## config.mk

```make
export PLATFORM = sky130hd
export DESIGN_NAME = spsp_dev_flat
export DESIGN_NICKNAME = d
export VERILOG_FILES = /design/src/inc/spsp_pkg.sv /design/src/inc/spsp_if.sv /design/src/hw/spsp_quad.sv /design/src/hw/spsp_dev.sv /design/src/flat_wrapper.sv
export VERILOG_INCLUDE_DIRS = /design/src /design/src/inc
export SDC_FILE = /design/constraint.sdc
export NUM_CORES = 1
export LEC_CHECK = 0
export BUFFER_PORTS_ARGS = -buffer_cell sky130_fd_sc_hd__buf_2
export CORE_AREA = 2 2 155 157
export CTS_BUF_LIST = sky130_fd_sc_hd__clkbuf_16
export DETAILED_ROUTE_END_ITERATION = 10
export DIE_AREA = 0 0 157 159
export GPL_ROUTABILITY_DRIVEN = 0
export GPL_TIMING_DRIVEN = 0
export PLACE_DENSITY = 0.74
export SLEW_MARGIN = 0
export SYNTH_ARGS = -nofsm -noshare
export SYNTH_HDL_FRONTEND = slang
export SYNTH_SLANG_ARGS = --single-unit
```

## constraint.sdc

```tcl
create_clock -name CLOCK -period 5.2 [get_ports CLOCK]
set_clock_uncertainty 0.05 [all_clocks]
set_input_delay 0 -clock CLOCK [delete_from_list [all_inputs] [get_ports CLOCK]]
set_output_delay 0 -clock CLOCK [all_outputs]
set_load 0.02 [all_outputs]
```

## src/inc/spsp_defs.svh

```systemverilog
// constants for the stop-position serial pulse link
// assumes a 100 MHz control clock
`ifndef SPSP_DEFS_SVH
`define SPSP_DEFS_SVH
// ------------------------------------------------
// timing
// ------------------------------------------------
`define SPSP_CLK_HZ      100000000
`define SPSP_IDLE_MS     100
`define SPSP_IDLE_CYC    (`SPSP_IDLE_MS * (`SPSP_CLK_HZ / 1000))
`define SPSP_TICK_DIV    8'h32
// ------------------------------------------------
// configuration codes
// ------------------------------------------------
`define SPSP_SRC_TRAIN   8'h0c
`define SPSP_CM_PG_A     8'h03
`define SPSP_CM_PG_B     8'h04
`define SPSP_CM_NOPOS_A  8'h06
`define SPSP_CM_NOPOS_B  8'h0f
`define SPSP_FMT_SIGN    2'h0
`define SPSP_FMT_FWREV   2'h1
`define SPSP_FMT_QUAD    2'h2
// ------------------------------------------------
// register map, byte addresses
// ------------------------------------------------
`define SPSP_A_CFG       8'h00
`define SPSP_A_STOP_LO   8'h04
`define SPSP_A_STOP_HI   8'h08
`define SPSP_A_STATUS    8'h0c
`define SPSP_A_TRAIN     8'h10
`define SPSP_A_FBK       8'h14
// config fields
`define SPSP_CFG_SRC     7:0
`define SPSP_CFG_CM      15:8
`define SPSP_CFG_FMT     17:16
`define SPSP_CFG_SRA     18
`define SPSP_CFG_SPEN    19
`define SPSP_CFG_RST     32'h0000_0000
`endif

```

## src/inc/spsp_pkg.sv

```systemverilog
// types shared by both ends of the serial pulse link
// assumes spsp_defs.svh is visible to the users
package spsp_pkg;
  // ------------------------------------------------
  // terminal group functions
  // ------------------------------------------------
  typedef enum logic [2:0] {
    FN_MONITOR  = 3'h0,
    FN_SERIAL   = 3'h1,
    FN_POSFBK   = 3'h2,
    FN_SPEEDFBK = 3'h3,
    FN_TRAIN    = 3'h4,
    FN_SPDPOS   = 3'h5
  } spsp_func_t;
  // ------------------------------------------------
  // host sequencer states
  // ------------------------------------------------
  typedef enum logic [4:0] {
    H_OFF      = 5'h01,
    H_ON_WAIT  = 5'h02,
    H_READY    = 5'h04,
    H_SEND     = 5'h08,
    H_POST_OFF = 5'h10
  } spsp_hstate_t;
endpackage : spsp_pkg

```

## src/inc/spsp_if.sv

```systemverilog
// encoder terminal groups and mode line between host and drive
// second group is driven by the motor encoder, outside both ends
`timescale 1ns/100ps
`default_nettype none
interface spsp_if;
  logic first_group_phase_a;
  logic first_group_phase_b;
  logic first_group_index;
  logic second_group_phase_a;
  logic second_group_phase_b;
  logic second_group_index;
  logic serial_pulse_mode_cmd;
  modport dev (
    input first_group_phase_a, first_group_phase_b, first_group_index,
    input second_group_phase_a, second_group_phase_b, second_group_index,
    input serial_pulse_mode_cmd
  );
  modport host (
    output first_group_phase_a, first_group_phase_b, first_group_index,
    output serial_pulse_mode_cmd
  );
endinterface : spsp_if
`default_nettype wire

```

## src/hw/spsp_quad.sv

```systemverilog
// pulse decoder for one encoder terminal group
// assumes phase lines are synchronous to clk
`timescale 1ns/100ps
`default_nettype none
`include "spsp_defs.svh"
module spsp_quad
  import spsp_pkg::*;
(
  // clock and reset
  input  wire logic       clk,
  input  wire logic       rst,
  // lines and format
  input  wire logic       pha,
  input  wire logic       phb,
  input  wire logic [1:0] fmt,
  // decoded steps
  output logic            inc,
  output logic            dec
);
  logic pha_q;
  logic phb_q;
  logic rise_a;
  logic rise_b;

  always_ff @(posedge clk) begin
    if (rst) begin
      pha_q <= 1'b0;
      phb_q <= 1'b0;
    end else begin
      pha_q <= pha;
      phb_q <= phb;
    end
  end

  assign rise_a = pha & ~pha_q;
  assign rise_b = phb & ~phb_q;

  // ------------------------------------------------
  // format decode
  // ------------------------------------------------
  always_comb begin
    inc = 1'b0;
    dec = 1'b0;
    case (fmt)
      `SPSP_FMT_SIGN: begin
        inc = rise_a & ~phb;
        dec = rise_a & phb;
      end
      `SPSP_FMT_FWREV: begin
        inc = rise_a & ~rise_b;
        dec = rise_b & ~rise_a;
      end
      default: begin
        inc = rise_a & phb;
        dec = rise_a & ~phb;
      end
    endcase
  end
endmodule : spsp_quad
`default_nettype wire

```

## src/hw/spsp_dev.sv

```systemverilog
// drive end: terminal routing, stop target and pulse-train counters
// assumes software port strobes are single-cycle and synchronous
//
// Contract
// - with positioning and reception enabled, pulses set target
// - received count held in stop target registers
// - decode serial pulses per selected input format
// - shared terminal counts only while mode on
// - dedicated terminal counts regardless of mode
// - two groups of A, B, index; function each
// - positioning only: first serial, second feedback
// - train, encoder speed, positioning: second does both
// - control methods 6 and 15 disable positioning
// - host waits 100 ms after mode on
// - no serial pulses 100 ms around mode off
// - host stops serial pulses 100 ms before off
// - host restarts speed train within 100 ms
// - train count frozen during mode plus 100 ms
//
// Design decisions made here: the placing of the registers and the address-and-strobe port.
`timescale 1ns/100ps
`default_nettype none
`include "spsp_defs.svh"
module spsp_dev
  import spsp_pkg::*;
#(
  parameter int unsigned HOLD_CYCLES = `SPSP_IDLE_CYC
)(
  // clock and reset
  input  wire logic        CLOCK,
  input  wire logic        SYS_RST,
  // terminals
  spsp_if.dev              LINK,
  // software port
  input  wire logic [7:0]  ADDR,
  input  wire logic [31:0] WDATA,
  input  wire logic        WR,
  input  wire logic        RD,
  output logic      [31:0] RDATA,
  // results
  output logic      [31:0] STOP_TARGET,
  output logic      [31:0] SPEED_REF_COUNT,
  output logic      [31:0] FEEDBACK_COUNT,
  output logic             POSITIONING_OK
);
  logic [31:0] cfg_q;
  logic [15:0] stop_lo_q;
  logic [15:0] stop_hi_q;
  logic [31:0] train_q;
  logic [31:0] fbk_q;
  logic [31:0] rdata_q;
  logic        mode_m_q;
  logic        mode_q;
  logic [23:0] hold_q;
  logic        freeze;
  logic        pt_sel;
  logic        sc_sel;
  logic        pos_ok;
  logic        dedicated;
  spsp_func_t  x_func;
  spsp_func_t  y_func;
  logic [1:0]  pha;
  logic [1:0]  phb;
  logic [1:0]  fmt [2];
  logic [1:0]  inc;
  logic [1:0]  dec;
  logic        ser_cnt;
  logic [31:0] stop_d;

  // ------------------------------------------------
  // mode synchroniser
  // ------------------------------------------------
  always_ff @(posedge CLOCK) begin
    if (SYS_RST) begin
      mode_m_q  <= 1'b0;
      mode_q    <= 1'b0;
    end else begin
      mode_m_q  <= LINK.serial_pulse_mode_cmd;
      mode_q    <= mode_m_q;
    end
  end

  // ------------------------------------------------
  // terminal routing
  // ------------------------------------------------
  assign pt_sel = cfg_q[`SPSP_CFG_SRC] == `SPSP_SRC_TRAIN;
  assign sc_sel = (cfg_q[`SPSP_CFG_CM] == `SPSP_CM_PG_A) |
                  (cfg_q[`SPSP_CFG_CM] == `SPSP_CM_PG_B);
  assign pos_ok = cfg_q[`SPSP_CFG_SRA] &
                  (cfg_q[`SPSP_CFG_CM] != `SPSP_CM_NOPOS_A) &
                  (cfg_q[`SPSP_CFG_CM] != `SPSP_CM_NOPOS_B);
  assign dedicated = pos_ok & ~pt_sel & ~sc_sel;

  always_comb begin
    x_func = FN_MONITOR;
    y_func = FN_MONITOR;
    case ({pt_sel, sc_sel, pos_ok})
      3'h1: begin
        x_func = FN_SERIAL;
        y_func = FN_POSFBK;
      end
      3'h2: y_func = FN_SPEEDFBK;
      3'h3: begin
        x_func = mode_q ? FN_SERIAL : FN_POSFBK;
        y_func = FN_SPEEDFBK;
      end
      3'h4: x_func = FN_TRAIN;
      3'h5: begin
        x_func = mode_q ? FN_SERIAL : FN_TRAIN;
        y_func = FN_POSFBK;
      end
      3'h6: begin
        x_func = FN_TRAIN;
        y_func = FN_SPEEDFBK;
      end
      3'h7: begin
        x_func = mode_q ? FN_SERIAL : FN_TRAIN;
        y_func = FN_SPDPOS;
      end
      default: begin
        x_func = FN_MONITOR;
        y_func = FN_MONITOR;
      end
    endcase
  end

  // ------------------------------------------------
  // group decoders
  // ------------------------------------------------
  assign pha = {LINK.second_group_phase_a, LINK.first_group_phase_a};
  assign phb = {LINK.second_group_phase_b, LINK.first_group_phase_b};
  assign fmt[0] = (x_func == FN_SERIAL) ? cfg_q[`SPSP_CFG_FMT]
                                        : `SPSP_FMT_QUAD;
  assign fmt[1] = `SPSP_FMT_QUAD;

  for (genvar g = 0; g < 2; g++) begin : g_grp
    spsp_quad u_dec (
      .clk (CLOCK),
      .rst (SYS_RST),
      .pha (pha[g]),
      .phb (phb[g]),
      .fmt (fmt[g]),
      .inc (inc[g]),
      .dec (dec[g])
    );
  end

  // ------------------------------------------------
  // stop target count
  // ------------------------------------------------
  assign ser_cnt = cfg_q[`SPSP_CFG_SPEN] & (x_func == FN_SERIAL) &
                   (mode_q | dedicated);

  always_comb begin
    stop_d = {stop_hi_q, stop_lo_q};
    if (ser_cnt & inc[0]) begin
      stop_d = stop_d + 32'h1;
    end else if (ser_cnt & dec[0]) begin
      stop_d = stop_d - 32'h1;
    end
  end

  always_ff @(posedge CLOCK) begin
    if (SYS_RST) begin
      stop_lo_q <= 16'h0;
      stop_hi_q <= 16'h0;
    end else begin
      stop_lo_q <= stop_d[15:0];
      stop_hi_q <= stop_d[31:16];
      if (WR && ADDR == `SPSP_A_STOP_LO) begin
        stop_lo_q <= WDATA[15:0];
      end
      if (WR && ADDR == `SPSP_A_STOP_HI) begin
        stop_hi_q <= WDATA[15:0];
      end
    end
  end

  // ------------------------------------------------
  // speed reference hold
  // ------------------------------------------------
  always_ff @(posedge CLOCK) begin
    if (SYS_RST) begin
      hold_q <= 24'h0;
    end else if (mode_q) begin
      hold_q <= HOLD_CYCLES[23:0];
    end else if (hold_q != 24'h0) begin
      hold_q <= hold_q - 24'h1;
    end
  end

  assign freeze = mode_q | (hold_q != 24'h0);

  always_ff @(posedge CLOCK) begin
    if (SYS_RST) begin
      train_q <= 32'h0;
    end else if (x_func == FN_TRAIN && !freeze) begin
      if (inc[0]) begin
        train_q <= train_q + 32'h1;
      end else if (dec[0]) begin
        train_q <= train_q - 32'h1;
      end
    end
  end

  // ------------------------------------------------
  // feedback count
  // ------------------------------------------------
  always_ff @(posedge CLOCK) begin
    if (SYS_RST) begin
      fbk_q <= 32'h0;
    end else if (y_func == FN_POSFBK || y_func == FN_SPDPOS) begin
      if (inc[1]) begin
        fbk_q <= fbk_q + 32'h1;
      end else if (dec[1]) begin
        fbk_q <= fbk_q - 32'h1;
      end
    end else if (x_func == FN_POSFBK) begin
      if (inc[0]) begin
        fbk_q <= fbk_q + 32'h1;
      end else if (dec[0]) begin
        fbk_q <= fbk_q - 32'h1;
      end
    end
  end

  // ------------------------------------------------
  // software registers
  // ------------------------------------------------
  always_ff @(posedge CLOCK) begin
    if (SYS_RST) begin
      cfg_q <= `SPSP_CFG_RST;
    end else if (WR && ADDR == `SPSP_A_CFG) begin
      cfg_q <= {12'h0, WDATA[19:0]};
    end
  end

  always_ff @(posedge CLOCK) begin
    if (SYS_RST) begin
      rdata_q <= 32'h0;
    end else if (RD) begin
      case (ADDR)
        `SPSP_A_CFG:     rdata_q <= cfg_q;
        `SPSP_A_STOP_LO: rdata_q <= {16'h0, stop_lo_q};
        `SPSP_A_STOP_HI: rdata_q <= {16'h0, stop_hi_q};
        `SPSP_A_STATUS:  rdata_q <= {20'h0, LINK.second_group_index,
                                     LINK.first_group_index, freeze,
                                     dedicated, pos_ok, mode_q,
                                     y_func, x_func};
        `SPSP_A_TRAIN:   rdata_q <= train_q;
        `SPSP_A_FBK:     rdata_q <= fbk_q;
        default:         rdata_q <= 32'h0;
      endcase
    end else begin
      rdata_q <= 32'h0;
    end
  end

  assign RDATA           = rdata_q;
  assign STOP_TARGET     = {stop_hi_q, stop_lo_q};
  assign SPEED_REF_COUNT = train_q;
  assign FEEDBACK_COUNT  = fbk_q;
  assign POSITIONING_OK  = pos_ok;
endmodule : spsp_dev
`default_nettype wire

```

## src/flat_wrapper.sv

```systemverilog
// flat-port wrapper written by rule: the top's interface ports become plain ports
module spsp_dev_flat import spsp_pkg::*;
#(
  parameter int unsigned HOLD_CYCLES = `SPSP_IDLE_CYC
)
  (CLOCK, SYS_RST, ADDR, WDATA, WR, RD, RDATA, STOP_TARGET, SPEED_REF_COUNT, FEEDBACK_COUNT, POSITIONING_OK, LINK_first_group_phase_a, LINK_first_group_phase_b, LINK_first_group_index, LINK_second_group_phase_a, LINK_second_group_phase_b, LINK_second_group_index, LINK_serial_pulse_mode_cmd);
  spsp_if LINK_i ();
  input  wire logic CLOCK;
  input  wire logic SYS_RST;
  input  wire logic [7:0] ADDR;
  input  wire logic [31:0] WDATA;
  input  wire logic WR;
  input  wire logic RD;
  output logic      [31:0] RDATA;
  output logic      [31:0] STOP_TARGET;
  output logic      [31:0] SPEED_REF_COUNT;
  output logic      [31:0] FEEDBACK_COUNT;
  output logic POSITIONING_OK;
  input wire logic [$bits(LINK_i.first_group_phase_a)-1:0] LINK_first_group_phase_a;
  input wire logic [$bits(LINK_i.first_group_phase_b)-1:0] LINK_first_group_phase_b;
  input wire logic [$bits(LINK_i.first_group_index)-1:0] LINK_first_group_index;
  input wire logic [$bits(LINK_i.second_group_phase_a)-1:0] LINK_second_group_phase_a;
  input wire logic [$bits(LINK_i.second_group_phase_b)-1:0] LINK_second_group_phase_b;
  input wire logic [$bits(LINK_i.second_group_index)-1:0] LINK_second_group_index;
  input wire logic [$bits(LINK_i.serial_pulse_mode_cmd)-1:0] LINK_serial_pulse_mode_cmd;
  assign LINK_i.first_group_phase_a = LINK_first_group_phase_a;
  assign LINK_i.first_group_phase_b = LINK_first_group_phase_b;
  assign LINK_i.first_group_index = LINK_first_group_index;
  assign LINK_i.second_group_phase_a = LINK_second_group_phase_a;
  assign LINK_i.second_group_phase_b = LINK_second_group_phase_b;
  assign LINK_i.second_group_index = LINK_second_group_index;
  assign LINK_i.serial_pulse_mode_cmd = LINK_serial_pulse_mode_cmd;
  spsp_dev #(.HOLD_CYCLES(HOLD_CYCLES)) u_core (.CLOCK(CLOCK), .SYS_RST(SYS_RST), .LINK(LINK_i), .ADDR(ADDR), .WDATA(WDATA), .WR(WR), .RD(RD), .RDATA(RDATA), .STOP_TARGET(STOP_TARGET), .SPEED_REF_COUNT(SPEED_REF_COUNT), .FEEDBACK_COUNT(FEEDBACK_COUNT), .POSITIONING_OK(POSITIONING_OK));
endmodule
```

==> out/summary.txt <==
status: finished clean
Post-synth EDFFs: 0
Placed Cells: 1988
CTS sink count: 177
worst path cell trace: or4_4 > a211oi_4 > o21ai_4 > a41o_4 > nor2_4 > clkinv_8 > nor2_4 > clkinvlp_4 > buf_12 > buf_4 > ha_1 > o21a_1 > o32ai_2 > a211oi_1 > o211a_1 > o31ai_2 > a211oi_1 > or4_1 > a21oi_1 > and4b_1
Leakage: 5.92 nW
Ys Warns: 0
max_cap viols: 0
IO buf count: 165
final setup fails: 0
wire length on met3: 4.08 mm
CP top delay family: compound AO/OA/AOI/OAI gates
max_slew headroom: 10.0%
Hold Path Depth: 5
CP Capture Type: register
commonest non-fill, non-tap cell in the layout: nand2_1
dpl hpwl: 30.2 mm
final slew viol count: 0
synthesized area per cell: 7.66 sq um
detailed router's first-iteration violation count: 1279
initial antenna violation count: 1
Cell Area, Synth: 11500 sq um
cell count of the worst reg-to-reg path: 20
sequential fraction of the synthesis area: 30.7%
Hold Path Class: in -> reg
Via Count: 12600
Post-Layout Cell Count: 2061
GRT Util Overall: 31.7%
#FFs+latches synth: 177
H-tree levels: 4
Setup CP Type: reg -> reg
Metal-1 WL: 16.2 mm
final hold violations: 0
hold slack: 0.163 ns
Via density: 6.13
CTS Buf Count: 17
worst r2r src: u_core.cfg_q[12]$_SDFFE_PP0P_
metal2 WL: 18.4 mm
Hold EP: u_core.RDATA[10]$_SDFF_PP0_
clock tree buffer depth: 2
fin crit share: 98.1%
Mapped Cells: 1504
VDD IR max: 0.200 mV
final setup margin: 0.0977 ns
Worst Max-Slew Pin Slew: 1.34 ns
Critical R2R Capture: u_core.stop_hi_q[15]$_SDFFE_PP0P_
Die Width: 157 um
die span in y: 159 um
Final nets: 1844
pin count of the biggest net entering global routing: 33
Power Total: 3.49 mW
Arr. time, crit path: 5.39 ns
Area growth syn-to-layout: 21.3%
wire per inst: 19.6 um
Sum Neg Setup Slack: 0 ns
Synth cell types: 80
max layer used: met4
Worst-path clk slew: 0.07 ns
Core Area: 23200 sq um
first-pass GRT wire length: 62.7 mm
top_reg_cell synth: dfxtp_1
Residual DRC: 0
vias in the first global route: 11600
crit path max fanout: 13
ANT nets after route: 0
Initial DRT Pass Iterations: 6
pwr/cell area: 249 nW/um^2
CP peak stage delay: 0.59 ns
startpoint types: register
worst skew pair latency: 0.44 ns
WP data required: 5.49 ns
Root Buffer: clkbuf_16
achievable frequency: 196 MHz
gr ovfl total: 0
final WL: 40.5 mm
post-route cell area: 14000 sq um
R2R Setup Slk: 0.1 ns
fin util: 60.3%
initial core utilization: 49.7%
most frequent cells in the layout: nand2_1 (184), dfxtp_1 (177), nor2_1 (169), buf_2 (169), a21oi_1 (140)
Placed Area: 12900 sq um
io pins: 180
Total Die Area: 25000 sq um
dpl ws: -1.16 ns
Min-Delay Startpoint: LINK_first_group_index
CTS tree: built
Synthesized Nets: 1620
WP buf/inv: 4
fraction of layout instances using a drive strength above 1: 15.2%
Async S/R FF share, synth: 0%
row cnt: 56
Slowest-stage cell, CP: or4_4
fin crit period: 5.10 ns
[power breakdown]
| part | total (mW) | internal (mW) | switching [mW] |
|---|---|---|---|
| Clock | 1.34 | 0.755 | 0.590 |
| Sequential | 1.51 | 1.43 | 0.0725 |
| Combinational | 0.636 | 0.265 | 0.371 |
| Total | 3.49 | 2.45 | 1.03 |
[cells in the mapped netlist (29+ instances only)]
| master | instances | area (sq um) |
|---|---|---|
| ha_1 | 63 | 788 |
| dfxtp_1 | 177 | 3540 |
| clkbuf_1 | 73 | 274 |
| inv_1 | 35 | 131 |
| nand3_1 | 43 | 215 |
| xnor2_1 | 60 | 526 |
| a21o_1 | 29 | 218 |
| a21oi_1 | 141 | 706 |
| nand2_1 | 184 | 691 |
| nor2_1 | 172 | 646 |
| nor3_1 | 50 | 250 |
| o21ai_0 | 68 | 340 |
[logic make-up after synthesis]
group                      share of synthesized area [%]
AOI/OAI and AO/OA                                   23.2
xor gates and xnor gates                            6.69
adders and majority gates                           7.19
buffers and inverters                               4.18
DFF                                                 30.7
muxes                                               2.82
and+or+nand+nor                                     25.2
[how the worst max path moves through the flow]
stage	from	to	slack, ns	cells past startpoint
2_1_floorplan	u_core.cfg_q[12]$_SDFFE_PP0P_	u_core.stop_hi_q[12]$_SDFFE_PP0P_	0.003	18
3_3_place_gp	u_core.cfg_q[12]$_SDFFE_PP0P_	u_core.stop_hi_q[12]$_SDFFE_PP0P_	-1.04	18
3_5_place_dp	u_core.cfg_q[12]$_SDFFE_PP0P_	u_core.stop_hi_q[12]$_SDFFE_PP0P_	-1.16	18
4_1_cts	u_core.cfg_q[12]$_SDFFE_PP0P_	u_core.stop_hi_q[12]$_SDFFE_PP0P_	0.02	19
5_1_grt	u_core.cfg_q[12]$_SDFFE_PP0P_	u_core.stop_hi_q[15]$_SDFFE_PP0P_	-0.03	20
6_report	u_core.cfg_q[12]$_SDFFE_PP0P_	u_core.stop_hi_q[15]$_SDFFE_PP0P_	0.1	20
[worst min-delay path, stage by stage]
cell     delay, ns
buf_2         0.08
mux2_2        0.16
a22o_1        0.16
a21oi_1       0.08
nor2_1        0.13
[sequential cells by signal, indices dropped and copies added, names as in the netlist]
name and flops:
u_core.FEEDBACK_COUNT 32, u_core.RDATA 32, u_core.SPEED_REF_COUNT 32, u_core.cfg_q 20, u_core.g_grp.u_dec.pha_q 2, u_core.g_grp.u_dec.phb_q 1, u_core.hold_q 24, u_core.mode_m_q 1
u_core.mode_q 1, u_core.stop_hi_q 16, u_core.stop_lo_q 16
[per-layer routing]
metal  global-route usage (%)  vias up
met5                        0        -
li1                         -     5903
met3                     5.23      118
met4                     14.1        0
met1                     41.7     5905
met2                     51.0      715
[layout make-up]
cell class | instances | area (sq um)
diodes | 1 | 2.50
clock buffers | 17 | 425
repair buffers | 205 | 1200
repair inverters | 2 | 16.3
multi-input cells | 1206 | 7730
inverters | 38 | 160
fillers | 2091 | 9210
flip-flops and latches | 177 | 3540
plain buffers | 81 | 332
clock inverters | 15 | 166
well taps | 319 | 399
[repair_timing]
action	in CTS	in global routing
setup endpoints to repair	25	13
pin swaps	6	5
hold endpoints to repair	62	0
hold buffers	26	0
setup buffers	9	5
gates resized for setup	10	18
gates cloned	1	1
(Power assumes the default switching activity.)
